`src/rtl/ufc_pkg.sv`:
```
/*
  Shared constants for the UART FIFO control block: register map, control field layout,
  trigger thresholds, interrupt bits and time-out timing.
  Assumes a 50 MHz APB clock and 8-bit characters.
*/
package ufc_pkg;
  localparam int ADDR_W = 8;
  localparam int DATA_W = 32;
  localparam int CHAR_W = 8;
  localparam int DEPTH = 16;
  localparam int PTR_W = 4;
  localparam int CNT_W = 5;
  localparam int INT_W = 4;
  localparam int TMO_W = 10;

  // Register byte offsets.
  localparam logic [7:0] REG_CTRL = 8'h00;
  localparam logic [7:0] REG_TX_HOLD = 8'h04;
  localparam logic [7:0] REG_RX_DATA = 8'h08;
  localparam logic [7:0] REG_STATUS = 8'h0C;
  localparam logic [7:0] REG_INT_STATUS = 8'h10;
  localparam logic [7:0] REG_INT_MASK = 8'h14;

  // Control register layout.
  localparam int CTRL_EN = 0;
  localparam int CTRL_RX_FLUSH = 1;
  localparam int CTRL_TX_FLUSH = 2;
  localparam int CTRL_DMA_MODE = 3;
  localparam int CTRL_TRIG_LO = 6;
  localparam int CTRL_TRIG_HI = 7;
  localparam logic [7:0] CTRL_RESET = 8'h00;
  localparam logic [7:0] CTRL_USED_MASK = 8'hCF;

  // Receive thresholds per select code.
  localparam logic [CNT_W-1:0] TRIG_SEL0 = 5'h01;
  localparam logic [CNT_W-1:0] TRIG_SEL1 = 5'h04;
  localparam logic [CNT_W-1:0] TRIG_SEL2 = 5'h08;
  localparam logic [CNT_W-1:0] TRIG_SEL3 = 5'h0E;
  localparam logic [CNT_W-1:0] FIFO_DEPTH = 5'h10;
  localparam logic [CNT_W-1:0] HOLD_DEPTH = 5'h01;

  // Status register layout.
  localparam int ST_TX_CNT_LO = 0;
  localparam int ST_RX_CNT_LO = 8;
  localparam int ST_RX_TRIG = 16;
  localparam int ST_RX_TMO = 17;
  localparam int ST_TX_REQ_N = 18;
  localparam int ST_RX_REQ_N = 19;

  // Interrupt status and mask layout.
  localparam int INT_RX_TRIG = 0;
  localparam int INT_RX_TMO = 1;
  localparam int INT_TX_EMPTY = 2;
  localparam int INT_RX_OVERRUN = 3;
  localparam logic [INT_W-1:0] INT_RESET = 4'h0;

  // Receive time-out timing.
  localparam int CLK_PERIOD_NS = 20;
  localparam int CHAR_TIME_NS = 2000;
  localparam int TIMEOUT_CHARS = 4;
  localparam int TIMEOUT_CYC = (TIMEOUT_CHARS * CHAR_TIME_NS) / CLK_PERIOD_NS;
  localparam logic [TMO_W-1:0] TMO_LAST = 10'(TIMEOUT_CYC - 1);
endpackage

```
`src/rtl/ufc_fifo_ctrl.sv`:
```
/*
  FIFO control for one UART channel: control register, transmit and receive FIFOs,
  receive trigger and time-out, DMA request pins, interrupt status over APB.
  Assumes the shift register logic runs on pclk and presents single-cycle strobes.
*/
// Implementation choices: the APB register port and the address map.
// Behaviour
// - Select codes 00,01,10,11 give receive thresholds 1, 4, 8 and 14.
// - Receive trigger raises at threshold; FIFO keeps filling until full.
// - Control bits 5 and 4 are unused and always zero.
// - Control bit 3 selects DMA mode 0 or block mode 1.
// - Mode 0 transmit request goes high once a character is written.
// - Mode 0 receive request is low while any received character waits.
// - Mode 1 transmit request is high only when the transmit FIFO is full.
// - Mode 1 receive request falls at threshold or time-out, rises when empty.
// - Bit 2 flushes the transmit FIFO, shift side untouched, then self-clears.
// - Bit 1 flushes the receive FIFO, shift side untouched, then self-clears.
// - Bit 0 enables both FIFOs; disabled after reset.
// - Other control bits are written only when bit 0 is written as one.
// - Receive threshold select resets to zero, the one-character level.
// - Receive trigger clears when the count falls below the threshold.
// - Mode 0 transmit request is low while transmit FIFO or holding is empty.
`timescale 1ns/1ns
module ufc_fifo_ctrl (
  input wire logic pclk,
  input wire logic presetn,
  input wire logic psel,
  input wire logic penable,
  input wire logic pwrite,
  input wire logic [ufc_pkg::ADDR_W-1:0] paddr,
  input wire logic [ufc_pkg::DATA_W-1:0] pwdata,
  output logic [ufc_pkg::DATA_W-1:0] prdata,
  output logic pready,
  output logic pslverr,
  input wire logic tx_load_req,
  output logic tx_load_valid,
  output logic [ufc_pkg::CHAR_W-1:0] tx_load_data,
  input wire logic rx_char_valid,
  input wire logic [ufc_pkg::CHAR_W-1:0] rx_char_data,
  output logic tx_dma_request_n,
  output logic rx_dma_request_n,
  output logic irq
);
  typedef enum logic [1:0] {
    UFC_RXQ_IDLE = 2'b01,
    UFC_RXQ_ACTIVE = 2'b10
  } ufc_rxq_t;

  logic [7:0] fifo_control_reg;
  logic [ufc_pkg::CHAR_W-1:0] tx_mem [ufc_pkg::DEPTH];
  logic [ufc_pkg::CHAR_W-1:0] rx_mem [ufc_pkg::DEPTH];
  logic [ufc_pkg::PTR_W-1:0] tx_wp, tx_rp, rx_wp, rx_rp;
  logic [ufc_pkg::CNT_W-1:0] tx_count, rx_count, cap, rx_thr;
  logic [ufc_pkg::TMO_W-1:0] tmo_cnt;
  logic [ufc_pkg::INT_W-1:0] int_status, int_mask, next_int_status, int_set;
  logic rx_timeout, rx_trig, tx_empty_q, tmo_q;
  ufc_rxq_t rxq, next_rxq;

  ////////////////////////////////////////////////////////////////////////////////
  // APB slave. No wait state: read data is loaded into a flip-flop during setup.

  logic acc, wr_ctrl, wr_txh, rd_rx, wr_ists, wr_mask;
  assign acc = psel && penable && pready;
  assign wr_ctrl = acc && pwrite && (paddr == ufc_pkg::REG_CTRL);
  assign wr_txh = acc && pwrite && (paddr == ufc_pkg::REG_TX_HOLD);
  assign rd_rx = acc && !pwrite && (paddr == ufc_pkg::REG_RX_DATA);
  assign wr_ists = acc && pwrite && (paddr == ufc_pkg::REG_INT_STATUS);
  assign wr_mask = acc && pwrite && (paddr == ufc_pkg::REG_INT_MASK);

  always_ff @(posedge pclk or negedge presetn) begin
    if (!presetn) begin
      pready <= 1'b0;
      pslverr <= 1'b0;
      prdata <= 32'h00000000;
    end else if (psel && !penable) begin
      pready <= 1'b1;
      pslverr <= 1'b0;
      prdata <= 32'h00000000;
      case (paddr)
        ufc_pkg::REG_CTRL: prdata[7:0] <= fifo_control_reg;
        ufc_pkg::REG_TX_HOLD: prdata <= 32'h00000000;
        ufc_pkg::REG_RX_DATA: prdata[ufc_pkg::CHAR_W-1:0] <= rx_mem[rx_rp];
        ufc_pkg::REG_STATUS: begin
          prdata[ufc_pkg::ST_TX_CNT_LO +: ufc_pkg::CNT_W] <= tx_count;
          prdata[ufc_pkg::ST_RX_CNT_LO +: ufc_pkg::CNT_W] <= rx_count;
          prdata[ufc_pkg::ST_RX_TRIG] <= rx_trig;
          prdata[ufc_pkg::ST_RX_TMO] <= rx_timeout;
          prdata[ufc_pkg::ST_TX_REQ_N] <= tx_dma_request_n;
          prdata[ufc_pkg::ST_RX_REQ_N] <= rx_dma_request_n;
        end
        ufc_pkg::REG_INT_STATUS: prdata[ufc_pkg::INT_W-1:0] <= int_status;
        ufc_pkg::REG_INT_MASK: prdata[ufc_pkg::INT_W-1:0] <= int_mask;
        default: pslverr <= 1'b1;
      endcase
    end else begin
      pready <= 1'b0;
      pslverr <= 1'b0;
    end
  end

  ////////////////////////////////////////////////////////////////////////////////
  // Control register. Flush bits stand for one cycle, which is the flush itself.

  always_ff @(posedge pclk or negedge presetn) begin
    if (!presetn) begin
      fifo_control_reg <= ufc_pkg::CTRL_RESET;
    end else begin
      fifo_control_reg[ufc_pkg::CTRL_TX_FLUSH] <= 1'b0;
      fifo_control_reg[ufc_pkg::CTRL_RX_FLUSH] <= 1'b0;
      if (wr_ctrl) begin
        if (pwdata[ufc_pkg::CTRL_EN]) begin
          fifo_control_reg <= pwdata[7:0] & ufc_pkg::CTRL_USED_MASK;
        end else begin
          fifo_control_reg[ufc_pkg::CTRL_EN] <= 1'b0;
        end
      end
    end
  end

  logic fifo_en, mode1, tx_flush, rx_flush;
  assign fifo_en = fifo_control_reg[ufc_pkg::CTRL_EN];
  assign mode1 = fifo_en && fifo_control_reg[ufc_pkg::CTRL_DMA_MODE];
  assign tx_flush = fifo_control_reg[ufc_pkg::CTRL_TX_FLUSH];
  assign rx_flush = fifo_control_reg[ufc_pkg::CTRL_RX_FLUSH];
  // With the FIFOs off only a single holding location is used.
  assign cap = fifo_en ? ufc_pkg::FIFO_DEPTH : ufc_pkg::HOLD_DEPTH;

  always_comb begin
    case (fifo_control_reg[ufc_pkg::CTRL_TRIG_HI:ufc_pkg::CTRL_TRIG_LO])
      2'b00: rx_thr = ufc_pkg::TRIG_SEL0;
      2'b01: rx_thr = ufc_pkg::TRIG_SEL1;
      2'b10: rx_thr = ufc_pkg::TRIG_SEL2;
      default: rx_thr = ufc_pkg::TRIG_SEL3;
    endcase
  end

  ////////////////////////////////////////////////////////////////////////////////
  // Transmit FIFO. A flush leaves the character already handed to the shifter.

  logic tx_push, tx_pop;
  // Turning the FIFOs off leaves the count above a capacity of one, so fill is tested with less-than.
  assign tx_push = wr_txh && (tx_count < cap);
  assign tx_pop = tx_load_req && (tx_count != 5'h00);

  always_ff @(posedge pclk) begin
    if (tx_push) begin
      tx_mem[tx_wp] <= pwdata[ufc_pkg::CHAR_W-1:0];
    end
  end

  always_ff @(posedge pclk or negedge presetn) begin
    if (!presetn) begin
      tx_wp <= 4'h0;
      tx_rp <= 4'h0;
      tx_count <= 5'h00;
    end else if (tx_flush) begin
      tx_wp <= 4'h0;
      tx_rp <= 4'h0;
      tx_count <= 5'h00;
    end else begin
      if (tx_push) tx_wp <= tx_wp + 4'h1;
      if (tx_pop) tx_rp <= tx_rp + 4'h1;
      tx_count <= tx_count + {4'h0, tx_push} - {4'h0, tx_pop};
    end
  end

  always_ff @(posedge pclk or negedge presetn) begin
    if (!presetn) begin
      tx_load_valid <= 1'b0;
      tx_load_data <= 8'h00;
    end else begin
      tx_load_valid <= tx_pop;
      if (tx_pop) tx_load_data <= tx_mem[tx_rp];
    end
  end

  ////////////////////////////////////////////////////////////////////////////////
  // Receive FIFO. A character arriving while full is dropped and reported.

  logic rx_push, rx_pop, rx_trig_lvl;
  assign rx_push = rx_char_valid && (rx_count < cap);
  assign rx_pop = rd_rx && (rx_count != 5'h00);
  assign rx_trig_lvl = fifo_en && (rx_count >= rx_thr);

  always_ff @(posedge pclk) begin
    if (rx_push) begin
      rx_mem[rx_wp] <= rx_char_data;
    end
  end

  always_ff @(posedge pclk or negedge presetn) begin
    if (!presetn) begin
      rx_wp <= 4'h0;
      rx_rp <= 4'h0;
      rx_count <= 5'h00;
    end else if (rx_flush) begin
      rx_wp <= 4'h0;
      rx_rp <= 4'h0;
      rx_count <= 5'h00;
    end else begin
      if (rx_push) rx_wp <= rx_wp + 4'h1;
      if (rx_pop) rx_rp <= rx_rp + 4'h1;
      rx_count <= rx_count + {4'h0, rx_push} - {4'h0, rx_pop};
    end
  end

  // Any arrival stored in the FIFO, or any read, restarts the quiet-time count.
  always_ff @(posedge pclk or negedge presetn) begin
    if (!presetn) begin
      tmo_cnt <= 10'h000;
      rx_timeout <= 1'b0;
    end else if (!fifo_en || rx_flush || rx_push || rx_pop || rx_count == 5'h00) begin
      tmo_cnt <= 10'h000;
      rx_timeout <= 1'b0;
    end else if (tmo_cnt == ufc_pkg::TMO_LAST) begin
      rx_timeout <= 1'b1;
    end else begin
      tmo_cnt <= tmo_cnt + 10'h001;
    end
  end

  always_ff @(posedge pclk or negedge presetn) begin
    if (!presetn) begin
      rx_trig <= 1'b0;
    end else begin
      rx_trig <= rx_trig_lvl;
    end
  end

  ////////////////////////////////////////////////////////////////////////////////
  // DMA request pins.

  always_comb begin
    next_rxq = rxq;
    case (rxq)
      UFC_RXQ_IDLE: if (mode1 && (rx_trig_lvl || rx_timeout)) next_rxq = UFC_RXQ_ACTIVE;
      UFC_RXQ_ACTIVE: if (!mode1 || rx_count == 5'h00) next_rxq = UFC_RXQ_IDLE;
      default: next_rxq = UFC_RXQ_IDLE;
    endcase
  end

  always_ff @(posedge pclk or negedge presetn) begin
    if (!presetn) begin
      rxq <= UFC_RXQ_IDLE;
      tx_dma_request_n <= 1'b0;
      rx_dma_request_n <= 1'b1;
    end else begin
      rxq <= next_rxq;
      if (mode1) begin
        tx_dma_request_n <= (tx_count == ufc_pkg::FIFO_DEPTH);
        rx_dma_request_n <= (next_rxq != UFC_RXQ_ACTIVE);
      end else begin
        tx_dma_request_n <= (tx_count != 5'h00);
        rx_dma_request_n <= (rx_count == 5'h00);
      end
    end
  end

  ////////////////////////////////////////////////////////////////////////////////
  // Interrupts. A new event wins over a write-one-to-clear in the same cycle.

  always_comb begin
    int_set = ufc_pkg::INT_RESET;
    int_set[ufc_pkg::INT_RX_TRIG] = rx_trig_lvl && !rx_trig;
    int_set[ufc_pkg::INT_RX_TMO] = rx_timeout && !tmo_q;
    int_set[ufc_pkg::INT_TX_EMPTY] = (tx_count == 5'h00) && !tx_empty_q;
    int_set[ufc_pkg::INT_RX_OVERRUN] = rx_char_valid && (rx_count >= cap);
    next_int_status = int_status;
    if (wr_ists) next_int_status = int_status & ~pwdata[ufc_pkg::INT_W-1:0];
    next_int_status = next_int_status | int_set;
  end

  always_ff @(posedge pclk or negedge presetn) begin
    if (!presetn) begin
      int_status <= ufc_pkg::INT_RESET;
      int_mask <= ufc_pkg::INT_RESET;
      tmo_q <= 1'b0;
      tx_empty_q <= 1'b1;
      irq <= 1'b0;
    end else begin
      int_status <= next_int_status;
      if (wr_mask) int_mask <= pwdata[ufc_pkg::INT_W-1:0];
      tmo_q <= rx_timeout;
      tx_empty_q <= (tx_count == 5'h00);
      irq <= |(next_int_status & int_mask);
    end
  end
endmodule

```
`config.mk`:
```
export PLATFORM = sky130hd
export DESIGN_NAME = ufc_fifo_ctrl
export DESIGN_NICKNAME = d
export VERILOG_FILES = /design/src/rtl/ufc_pkg.sv /design/src/rtl/ufc_fifo_ctrl.sv
export SDC_FILE = /design/constraint.sdc
export NUM_CORES = 1
export LEC_CHECK = 0
export BUFFER_PORTS_ARGS = -buffer_cell sky130_fd_sc_hd__buf_2
export CAP_MARGIN = 25
export CORE_MARGIN = 5
export CORE_UTILIZATION = 30
export DETAILED_ROUTE_END_ITERATION = 10
export GPL_ROUTABILITY_DRIVEN = 0
export REMOVE_ABC_BUFFERS = 1
export SLEW_MARGIN = 25
export SYNTH_ARGS = -nofsm -noshare
export SYNTH_HDL_FRONTEND = slang
export SYNTH_SLANG_ARGS = --single-unit
```
`constraint.sdc`:
```
create_clock -name pclk -period 9.32 [get_ports pclk]
set_input_delay 1.864 -clock pclk [delete_from_list [all_inputs] [get_ports pclk]]
set_output_delay 1.864 -clock pclk [all_outputs]
set_load 0.005 [all_outputs]
```
-- Yosys cells after proc, flatten, opt, wreduce, memory -nomap -nowiden
Memories as Yosys holds them, arrays and structs flattened. A register that Yosys moved wholly into a read port is not among the register bits.
Index checks and enable logic that the tools add are counted.
- word-level logic and storage cells: 142
- output and inout port bits: 46
- input bits: 55
- RAM bits: 256
- memories kept: 2
- register bits after elaboration: 79
- memory list (memory ; depth ; width ; rd ports ; clocked after Yosys merged registers in ; write ports ; RTL line ; RTL):
    rx_mem ; 16 ; 8 ; 1 ; 0 ; 1 ; ufc_fifo_ctrl.sv:51 ; logic [ufc_pkg::CHAR_W-1:0] rx_mem [ufc_pkg::DEPTH];
    tx_mem ; 16 ; 8 ; 1 ; 1 ; 1 ; ufc_fifo_ctrl.sv:50 ; logic [ufc_pkg::CHAR_W-1:0] tx_mem [ufc_pkg::DEPTH];
- order comparisons: 4
- reductions and logical operators: 49
- mux-type cells: 37
- bitwise logic cells: 4
- add/sub/neg operators: 9
- equality and inequality tests: 13
- operators by type and width (kind ; count):
    two-way mux 4 bit ; 10
    logical AND 1 bit ; 21
    two-way mux 10 bit ; 2
    two-way mux 5 bit ; 4
    case mux 4 bit (5 select lines) ; 1
    adder 4 x 1 -> 4 bit (second input constant) ; 4
    equality test 8 x 4 -> 1 bit (second input constant) ; 2
    equality test 8 x 5 -> 1 bit (second input constant) ; 2
    two-way mux 1 bit ; 12
    case mux 4 bit (3 select lines) ; 1
    adder 10 x 1 -> 10 bit (second input constant) ; 1
    adder 5 x 1 -> 5 bit ; 2
    equality test 10 x 9 -> 1 bit (second input constant) ; 1
    >= comparator 5 bit ; 2
    logical NOT 5 bit ; 2
    < comparator 5 bit ; 2
    nonzero test 2 bit ; 5
    nonzero test 5 bit ; 2
    subtractor 5 x 1 -> 5 bit ; 2
    AND 4 bit ; 2
    equality test 8 x 3 -> 1 bit (second input constant) ; 1
    logical NOT 1 bit ; 8
    logical NOT 8 bit ; 1
    logical OR 1 bit ; 6
    15 further kinds ; 20

-- Depth between registers and ports, before layout
Gate-level depths: netlist of run 1.
- depth after elaboration: 10
- mapped depth: 15
- mapped depth without buffers: 14

-- Worst setup path after synthesis of run 1
Ideal clock, no wire load.
- kind: in2reg
- start point: input paddr[0] (netlist name)
- end point: register tx_count[4] (netlist name)
- setup time: 0.078 ns
- arrival: 4.537 ns
- slack: 4.705 ns
- cell stages on the path: 12
- buffers on the path: 1
- cells stage by stage: or4_1 > buf_2 > nor3_4 > nand3_4 > ha_1 > inv_1 > ha_1 > fa_1 > a21oi_1 > nor2_1 > or3_1 > a21oi_1
- longest elaborated chain between the ends: 6
- ends and longest elaborated chain (item ; RTL line ; RTL):
    start: declaration ; ufc_fifo_ctrl.sv:30 ; input wire logic [ufc_pkg::ADDR_W-1:0] paddr,
    equality test 8 x 3 -> 1 bit ; ufc_fifo_ctrl.sv:65 ; assign wr_txh = acc && pwrite && (paddr == ufc_pkg::REG_TX_HOLD);
    logical AND 1 bit ; ufc_fifo_ctrl.sv:65 ;
    logical AND 1 bit ; ufc_fifo_ctrl.sv:142 ; assign tx_push = wr_txh && (tx_count < cap);
    adder 5 x 1 -> 5 bit ; ufc_fifo_ctrl.sv:163 ; tx_count <= tx_count + {4'h0, tx_push} - {4'h0, tx_pop};
    subtractor 5 x 1 -> 5 bit ; ufc_fifo_ctrl.sv:163 ;
    two-way mux 5 bit ; ufc_fifo_ctrl.sv:156 ; end else if (tx_flush) begin
    end signal: assignment ; ufc_fifo_ctrl.sv:163 ;
    end: declaration ; ufc_fifo_ctrl.sv:53 ; logic [ufc_pkg::CNT_W-1:0] tx_count, rx_count, cap, rx_thr;
Every way passes these cells.
A chain may end at the register's enable or synchronous reset.

-- Worst setup path after layout of run 1
- start point: input paddr[5] (netlist name)
- end point: register tx_count[4] (netlist name)
Same word-level chain as after synthesis.

==> impl_metrics.yaml, run 1 <==
status:
  status: "completed"
critical_path:
  timing.critical_path.arrival_ns: 5.05
  cp_data_required_time_ns: 9.76
  start_point_of_the_critical_path: "paddr[5]"
  worst-setup-path-type: "in -> reg"
  worst_setup_end_kind: "flip-flop"
  crit_path_max_fanout: 9
  setup.worst_path.start_class: "input pin"
  timing.rr.start: "tx_count[2]$_DFF_PN0_"
logic_synthesis:
  syn_inst: 873
  synth_cell_area_mm2: 0.01444
  postSynthRegisterBits: 343
  ys_seq_area_frac: 0.6833
  post_synth_num_cell_types: 61
  async_reset_ff_frac: 0.2536
  synth_edf_count: 256
  yosysWarningCount: 0
  synth.avg_cell_area_um2: 16.54
  synthFlopType: "edfxtp_1"
drt:
  route.detailed.wl_per_inst_um: 19.91
  drcViolationCount: 0
  antenna_left: 0
  dr_total_vias: 7655
  finalWirelength_mm: 31.68
  viasPerCell: 4.811
  drtPass1Iterations: 5
  dr.first_iter.drc_count: 478
sta:
  worstMarginPinSlew_ns: 1.020
  hold_violations: 0
  fin_worst_setup_slack_ns: 4.702
  timing.fmax_mhz: 216.6
  tns_ns: 0
  final_period_minus_worst_setup_slack_ns: 4.618
  slew_viol_final: 0
  grt_setup_unrepaired: "no"
  slew_headroom: 0.3198
  period_share: 0.4955
  skew_ns: 0.03324
  finalSetupViolCount: 0
placed_design:
  hpwl_mm: 20.94
  place.port_buffers: 61
  dpl-instance-area_mm2: 0.01543
  dp_slack_ns: 4.199
  numPlacedInstances: 1527
floorplan:
  die_width_um: 229.4
  chipHeight_um: 229.4
  design.core.area_mm2: 0.04765
  floorplan.die_area_mm2: 0.05263
  row_count: 80
  initial_core_util: 0.3031
  io-pin-count: 101
global_route:
  grt_usage: 0.1184
  antenna_found_initial: 5
  grt_first_pass_wirelength_mm: 48.29
  pin_count_of_the_biggest_net_entering_global_routing: 63
  grt_overflow_total: 0
  grt_pass1_vias: 7815
pwr:
  worst_ir_drop_vdd_uv: 155.1
  leakage_power_nw: 6.129
  pwr_density_cell_mw_per_mm2: 249.4
hold_path:
  hold_path.startpoint: "tx_load_data[5]$_DFFE_PN0P_"
  hold_wc_path_type: "reg -> reg"
clock_tree:
  cts_tree: "yes"
  cts_buffers: 35
  clockBufferDepth: 3
  clk_transition_reported_paths_ns: 0.07
  clk-insertion-delay-late_ns: 0.53
  ctsRootBufferMaster: "clkbuf_16"
  cts.hold.buffers_added: 0
  cts_resized: 0
  post_cts.repair.setup_buffers: 0
  h-tree-depth: 2
  cts.sinks: 343
job:
  maxCapViolCount: 0
layout:
  post-route-cell-area_mm2: 0.01666
  post_layout_nonfiller_instances: 1591
  biggestRegsByFlops: "rx_mem: 128 flops, tx_mem: 128 flops, prdata: 17 flops"
  layout.core_utilization: 0.3498
  areaGrowthSynthToFinish_pct: 15.39
  drive_gt1_frac: 0.2277
  num-nets-final: 1042
==> final cells by class <==
cell class,instances,area (µm²)
inverters,34,127.6
fillers,4549,30980
diodes,1,2.502
flip-flops and latches,343,9871
clock buffers,36,879.6
repair buffers,73,397.9
well taps,615,769.5
clock inverters,27,336.6
multi-input cells,462,4280
==> placed cells by master, fill, tap and decap left out, types with 9 or more instances in the layout <==
cell type	count
nor2_1	48
a22o_1	21
edfxtp_1	256
ha_1	36
a21o_1	9
mux2i_1	17
nand3_1	11
xor2_1	13
and2_1	28
mux4_2	64
o21ai_0	18
nor2b_1	9
dfrtp_1	82
nand2_1	26
inv_1	32
and3_1	9
buf_2	60
clkinv_1	9
clkbuf_16	35
mux2_2	12
a21oi_1	25
nor3_1	10
buf_4	13
conb_1	15
==> layer usage <==
| metal | part of all wire | track usage | vias to the layer above |
|---|---|---|---|
| li1 | - | - | 3508 |
| met5 | 0.00041 | 0 | - |
| met4 | 0.014 | 0.02575 | 2 |
| met1 | 0.45 | 0.1634 | 3936 |
| met3 | 0.049 | 0.02514 | 40 |
| met2 | 0.49 | 0.1942 | 169 |
==> per-stage QoR <==
step / hold slack [ns] / power [mW]
finish: 0.4733 / 4.156
global route: 0.4976 / 4.372
CTS: 0.4779 / 4.212
detailed placement: 0.4475 / 2.721
global placement: 0.4474 / 2.703
floorplan: 0.4140 / 2.451
==> report_power, final <==
group / switching [mW] / internal [mW]
Clock: 0.592 / 0.887
Sequential: 0.137 / 1.77
Combinational: 0.402 / 0.371
==> kinds of logic after synthesis <==
| logic type | count (synthesis) | synth area share |
|---|---|---|
| xor gates and xnor gates | 20 | 0.01213 |
| muxes | 93 | 0.1209 |
| adders and majority gates | 38 | 0.03396 |
| other | 1 | 0.0002596 |
| and+or+nand+nor | 186 | 0.07147 |
| DFF | 343 | 0.6833 |
| AOI/OAI and AO/OA | 110 | 0.05189 |
| buffers and inverters | 82 | 0.02608 |
==> synthesized netlist by cell type (8+ instances only) <==
| master | count | area (µm²) |
|---|---|---|
| mux4_2 | 64 | 1441 |
| a21o_1 | 9 | 67.56 |
| nor2_1 | 48 | 180.2 |
| edfxtp_1 | 256 | 7687 |
| nor3_1 | 10 | 50.05 |
| dfrtp_1 | 84 | 2102 |
| xor2_1 | 13 | 113.9 |
| and2_1 | 28 | 175.2 |
| a22o_1 | 21 | 183.9 |
| mux2_2 | 12 | 135.1 |
| buf_2 | 10 | 50.05 |
| ha_1 | 36 | 450.4 |
| a221oi_1 | 8 | 70.07 |
| o22ai_1 | 8 | 50.05 |
| clkbuf_1 | 17 | 63.81 |
| nand2_1 | 26 | 97.59 |
| mux2i_1 | 17 | 170.2 |
| nand3_1 | 11 | 55.05 |
| a22oi_1 | 8 | 60.06 |
| inv_1 | 32 | 120.1 |
| nor2b_1 | 9 | 56.30 |
| and3_1 | 9 | 56.30 |
| a21oi_1 | 25 | 125.1 |
| o21ai_0 | 18 | 90.09 |
| buf_4 | 15 | 112.6 |
==> worst paths after layout <==
check                                              end  cells after the start  slack, ns
max                              tx_count[4]$_DFF_PN0_                     12       4.70
min reg2reg                tx_load_data[5]$_DFFE_PN0P_                      1       0.47
max in group asynchronous         rx_rp[0]$_DFFE_PN0P_                      2       6.84
max reg2reg                      tx_count[4]$_DFF_PN0_                     13       5.58
min                        tx_load_data[5]$_DFFE_PN0P_                      1       0.47
min in group asynchronous  tx_load_data[4]$_DFFE_PN0P_                      1       1.24
==> worst max-delay path, stage by stage <==
cell,delay [ns]
buf_2,0.13
or4_1,0.71
nor3_4,0.41
nand3_4,0.23
ha_1,0.34
inv_1,0.04
ha_1,0.19
fa_1,0.40
a21oi_1,0.17
nor2_1,0.06
or3_1,0.34
a21oi_1,0.16
Power figures use the tool's default switching activity.
==> run 2, diff against run 1 <==
Clock period 9.32 ns to 4 ns, I/O delays scaled along.
==> impl_metrics.yaml, run 2 (synthesized netlist as in run 1, its figures left out) <==
clock_tree:
  clk-insertion-delay-late_ns: 0.52
  post_cts.repair.setup_buffers: 0
  h-tree-depth: 2
  cts_tree: "yes"
  clk_transition_reported_paths_ns: 0.06
  cts.hold.buffers_added: 0
  cts_buffers: 37
  cts_resized: 0
  ctsRootBufferMaster: "clkbuf_16"
  clockBufferDepth: 3
  cts.sinks: 343
layout:
  drive_gt1_frac: 0.2432
  areaGrowthSynthToFinish_pct: 16.43
  biggestRegsByFlops: "rx_mem: 128 flops, tx_mem: 128 flops, prdata: 17 flops"
  layout_commonest_cell: "edfxtp_1"
  num-nets-final: 1060
  mostFrequentLayoutCells: "edfxtp_1 (256), dfrtp_1 (81), mux4_2 (64)"
critical_path:
  worst-setup-path-type: "reg -> reg"
  cp_data_required_time_ns: 4.42
  setup.worst_path.start_class: "flip-flop"
  timing.rr.start: "rx_count[1]$_DFF_PN0_"
  timing.critical_path.arrival_ns: 3.77
  r2r_cells: 14
  flop_to_flop_setup_slack_ns: 0.65
  worst_setup_end_kind: "flip-flop"
  crit_path_max_fanout: 5
  regToRegEndpoint: "rx_count[4]$_DFF_PN0_"
sta:
  final_period_minus_worst_setup_slack_ns: 3.350
  worstMarginPinSlew_ns: 0.8473
  period_share: 0.8376
  grt_setup_unrepaired: "no"
  timing.fmax_mhz: 298.5
  slew_headroom: 0.4339
  tns_ns: 0
  skew_ns: 0.02243
  finalSetupViolCount: 0
  fin_worst_setup_slack_ns: 0.6495
  hold_violations: 0
  fin_hold_ws_ns: 0.2874
  slew_viol_final: 0
global_route:
  grt_overflow_total: 0
  grt_pass1_vias: 7995
  antenna_found_initial: 3
  grt_usage: 0.1196
  pin_count_of_the_biggest_net_entering_global_routing: 70
  grt_first_pass_wirelength_mm: 48.88
floorplan:
  row_count: 80
  floorplan.die_area_mm2: 0.05263
  die_width_um: 229.4
  design.core.area_mm2: 0.04765
  io-pin-count: 101
  initial_core_util: 0.3031
  chipHeight_um: 229.4
drt:
  finalWirelength_mm: 31.84
  dr_total_vias: 7682
  dr.first_iter.drc_count: 546
  viasPerCell: 4.766
  drtPass1Iterations: 4
  route.detailed.wl_per_inst_um: 19.75
  antenna_left: 0
  drcViolationCount: 0
pwr:
  leakage_power_nw: 6.236
  pwr_density_cell_mw_per_mm2: 580.7
  worst_ir_drop_vdd_uv: 253.9
hold_path:
  hold_wc_path_type: "in -> async"
placed_design:
  place.port_buffers: 61
  dp_slack_ns: 0.2520
  hpwl_mm: 21.79
job:
  maxCapViolCount: 0
status:
  status: "completed"
run 2: cell types whose count changed in the layout (fill, tap and decap cells not counted), sizes merged:
cell	delta
clkinv	-4
buf	+16
inv	+3
diode	+1
clkbuf	+7
bufinv	-2
run 2: area by class of cell:
type / instances / area (µm²)
fillers: 4500 / 30830
flip-flops and latches: 343 / 9872
multi-input cells: 462 / 4263
clock buffers: 43 / 1001
well taps: 615 / 769.5
repair buffers: 89 / 521.8
clock inverters: 24 / 256.5
inverters: 34 / 127.6
diodes: 2 / 5.005
run 2: worst max-delay path by stage:
stage	endpoint	start	slack [ns]	depth (start not counted)
finish	rx_count[4]$_DFF_PN0_	rx_count[1]$_DFF_PN0_	0.65	14
global route	rx_count[4]$_DFF_PN0_	rx_count[2]$_DFF_PN0_	0.36	16
CTS	rx_count[4]$_DFF_PN0_	rx_count[1]$_DFF_PN0_	0.64	14
detailed placement	rx_count[4]$_DFF_PN0_	paddr[0]	0.25	13
global placement	rx_count[4]$_DFF_PN0_	paddr[0]	0.21	13
floorplan	tx_count[4]$_DFF_PN0_	paddr[0]	0.44	11
run 2: where the power goes:
| group | internal [mW] | switching, mW | leakage, nW | total, mW |
|---|---|---|---|---|
| clock | 2.13 | 1.38 | 0.620 | 3.51 |
| combinational | 0.877 | 0.938 | 2.21 | 1.81 |
| sequential | 4.12 | 0.327 | 3.40 | 4.44 |
| total | 7.12 | 2.64 | 6.24 | 9.76 |
run 2: through the flow:
stage / utilization / instances / area (µm²) / power [mW]
2_1_floorplan: - / 839 / 14250 / 5.711
3_3_place_gp: 0.3263 / 1543 / 15550 / 6.320
3_5_place_dp: 0.3264 / 1543 / 15550 / 6.369
4_1_cts: 0.3528 / 1610 / 16810 / 9.908
5_1_grt: 0.3528 / 1610 / 16810 / 10.30
6_report: 0.3529 / 1612 / 16820 / 9.764
run 2: critical path, cell delays in order, from the launching register on:
cell and delay, ns:
dfrtp_1 0.43, inv_1 0.15, ha_1 0.22, nor2b_1 0.12, o21ai_0 0.18, and3b_1 0.37, clkinv_1 0.14, ha_1 0.29
inv_1 0.04, ha_1 0.20, fa_1 0.42, a21oi_1 0.17, nor2_1 0.06, or3_1 0.34, a21oi_1 0.14
run 2: layer usage:
metal  global-route usage  vias to the layer above  share of wire
met5                    0                        -        0.00041
met4              0.02631                        2          0.015
met3              0.02502                       38          0.064
met2               0.1970                      185           0.49
met1               0.1642                     3916           0.44
li1                     -                     3541              -
==> run 3, diff against run 2 <==
Settings changed: ABC_AREA set to 1.
Clock period 4 ns to 3.1 ns, I/O delays scaled along.
==> impl_metrics.yaml, run 3 <==
status:
  status: "completed"
floorplan:
  design.core.area_mm2: 0.04997
  row_count: 82
  chipHeight_um: 234.2
  initial_core_util: 0.3018
  die_width_um: 234.2
  io-pin-count: 101
  floorplan.die_area_mm2: 0.05485
sta:
  worstMarginPinSlew_ns: 0.8154
  tns_ns: 0
  slew_headroom: 0.4564
  timing.fmax_mhz: 357.6
  slew_viol_final: 0
  finalSetupViolCount: 0
  final_period_minus_worst_setup_slack_ns: 2.796
  grt_setup_unrepaired: "no"
  hold_violations: 0
  skew_ns: 0.03214
  period_share: 0.9020
logic_synthesis:
  synthFlopType: "edfxtp_1"
  postSynthRegisterBits: 343
  post_synth_num_cell_types: 41
  syn_inst: 1415
  synth_edf_count: 256
  yosysTopAreaCell: "edfxtp_1"
  synth_cell_area_mm2: 0.01508
  async_reset_ff_frac: 0.2536
  post-synth-top-count-cell: "nand2_1"
  yosysTopAreaCellShare: 0.5097
  synth.avg_cell_area_um2: 10.66
  netlist_top_cells_area: "edfxtp_1 (51%), dfrtp_1 (14%), nand2_1 (7.0%)"
  ys_seq_area_frac: 0.6544
  synth_top_cells_by_count: "nand2_1 (283), edfxtp_1 (256), nor2_1 (221), inv_1 (95), nand3_1 (94)"
  yosysWarningCount: 0
critical_path:
  flop_to_flop_setup_slack_ns: 0.30
  crit_path_max_fanout: 5
  regToRegEndpoint: "rx_count[4]$_DFF_PN0_"
  setup.worst_path.start_class: "flip-flop"
  timing.rr.start: "rx_count[2]$_DFF_PN0_"
  worst_setup_end_kind: "flip-flop"
  r2r_cells: 16
  cp_data_required_time_ns: 3.50
  worst-setup-path-type: "reg -> reg"
  timing.critical_path.arrival_ns: 3.20
pwr:
  clkPwrFrac: 0.340
  switching_power_mw: 3.752
  power_frac_seq: 0.450
  power.combinational.fraction: 0.210
  leakage_power_nw: 7.025
  p_sw_frac: 0.3036
  worst_ir_drop_vdd_uv: 531.8
  pwr_density_cell_mw_per_mm2: 708.5
  p_int_mw: 8.607
drt:
  drtPass1Iterations: 5
  drcViolationCount: 0
  viasPerCell: 4.603
  dr.first_iter.drc_count: 723
  antenna_left: 0
  dr_total_vias: 10170
  route.detailed.wl_per_inst_um: 16.29
  finalWirelength_mm: 36.00
layout:
  antenna_cells_inserted: 0
  num-nets-final: 1604
  post-route-cell-area_mm2: 0.01744
  drive_gt1_frac: 0.1301
  layout_commonest_cell: "nand2_1"
  mostFrequentLayoutCells: "nand2_1 (283), edfxtp_1 (256), nor2_1 (220)"
  layout.core_utilization: 0.3491
  areaGrowthSynthToFinish_pct: 15.66
  biggestRegsByFlops: "rx_mem: 128 flops, tx_mem: 128 flops, prdata: 17 flops"
clock_tree:
  ctsRootBufferMaster: "clkbuf_16"
  cts_tree: "yes"
  cts_resized: 0
  post_cts.repair.setup_buffers: 0
  h-tree-depth: 2
  clockBufferDepth: 3
  clk-insertion-delay-late_ns: 0.54
  cts_buffers: 36
  cts.sinks: 343
  cts.hold.buffers_added: 0
  clk_transition_reported_paths_ns: 0.06
hold_path:
  hold_wc_path_type: "in -> async"
global_route:
  grt_usage: 0.1289
  grt_pass1_vias: 9684
  grt_overflow_total: 0
  grt_first_pass_wirelength_mm: 55.76
  pin_count_of_the_biggest_net_entering_global_routing: 75
  antenna_found_initial: 0
placed_design:
  hpwl_mm: 23.68
  dpl-instance-area_mm2: 0.01629
  place.port_buffers: 61
job:
  maxCapViolCount: 0
run 3: per-stage QoR:
step / instances / hold WS [ns] / power, mW / setup slack, ns
2_1_floorplan: 1361 / 0.3244 / 7.262 / 0.3007
3_3_place_gp: 2145 / 0.3601 / 8.178 / 0.004941
5_1_grt: 2209 / 0.1483 / 13.10 / 0.05537
6_report: 2209 / 0.1039 / 12.36 / 0.3039
3_5_place_dp: 2145 / 0.3650 / 8.272 / 0.02679
4_1_cts: 2209 / 0.1279 / 12.51 / 0.1539
run 3: how the worst max path moves through the flow:
stage | start | end | slack, ns | cells past startpoint
after floorplan | rx_rp[0]$_DFFE_PN0P_ | prdata[3]$_DFFE_PN0P_ | 0.30 | 11
after global placement | penable | tx_count[4]$_DFF_PN0_ | 0.005 | 15
after detailed placement | penable | tx_count[4]$_DFF_PN0_ | 0.03 | 15
after CTS | rx_count[2]$_DFF_PN0_ | rx_count[4]$_DFF_PN0_ | 0.15 | 16
after global routing | rx_count[2]$_DFF_PN0_ | rx_count[4]$_DFF_PN0_ | 0.06 | 16
final | rx_count[2]$_DFF_PN0_ | rx_count[4]$_DFF_PN0_ | 0.30 | 16
run 3: final cells by class:
cell class	count	area [µm²]
inverters	110	412.9
well taps	672	840.8
clock inverters	15	155.1
fillers	4977	32520
flip-flops and latches	343	9872
multi-input cells	908	4468
repair buffers	112	703.2
clock buffers	49	991.0
run 3: cell families (layout without fill, tap and decap cells):
kind of cell | Yosys count | after routing | share of synthesized area
AOI/OAI and AO/OA | 199 | 199 | 0.07492
DFF | 343 | 343 | 0.6544
xor gates and xnor gates | 10 | 10 | 0.005808
and+or+nand+nor | 645 | 645 | 0.1780
muxes | 1 | 1 | 0.0007466
buffers and inverters | 178 | 286 | 0.05335
adders and majority gates | 38 | 38 | 0.03252
other | 1 | 15 | 0.0002487
run 3: layer usage:
metal | global-route usage | wire, µm
met1 | 0.1818 | 16610
met2 | 0.2081 | 16930
met3 | 0.02409 | 1896
met4 | 0.02881 | 561
met5 | 0 | 0
run 3: power groups by stage:
stage | registers [mW] | clock network [mW] | logic [mW]
4_1_cts | 5.56 | 4.32 | 2.63
3_3_place_gp | 5.64 | 0 | 2.54
5_1_grt | 5.59 | 4.51 | 2.99
2_1_floorplan | 5.67 | 0 | 1.59
3_5_place_dp | 5.65 | 0 | 2.63
6_report | 5.56 | 4.21 | 2.59
run 3: critical path: stages, from the launching register on:
cell      delay [ns]
dfrtp_1         0.40
inv_1           0.16
ha_1            0.17
inv_1           0.04
nor2_2          0.13
nand3_2         0.14
nand3b_1        0.19
nor2_4          0.05
ha_1            0.27
inv_1           0.04
ha_1            0.20
fa_1            0.38
nand2_1         0.10
nand2_1         0.05
a21oi_1         0.15
xor2_1          0.16
nor2_1          0.05
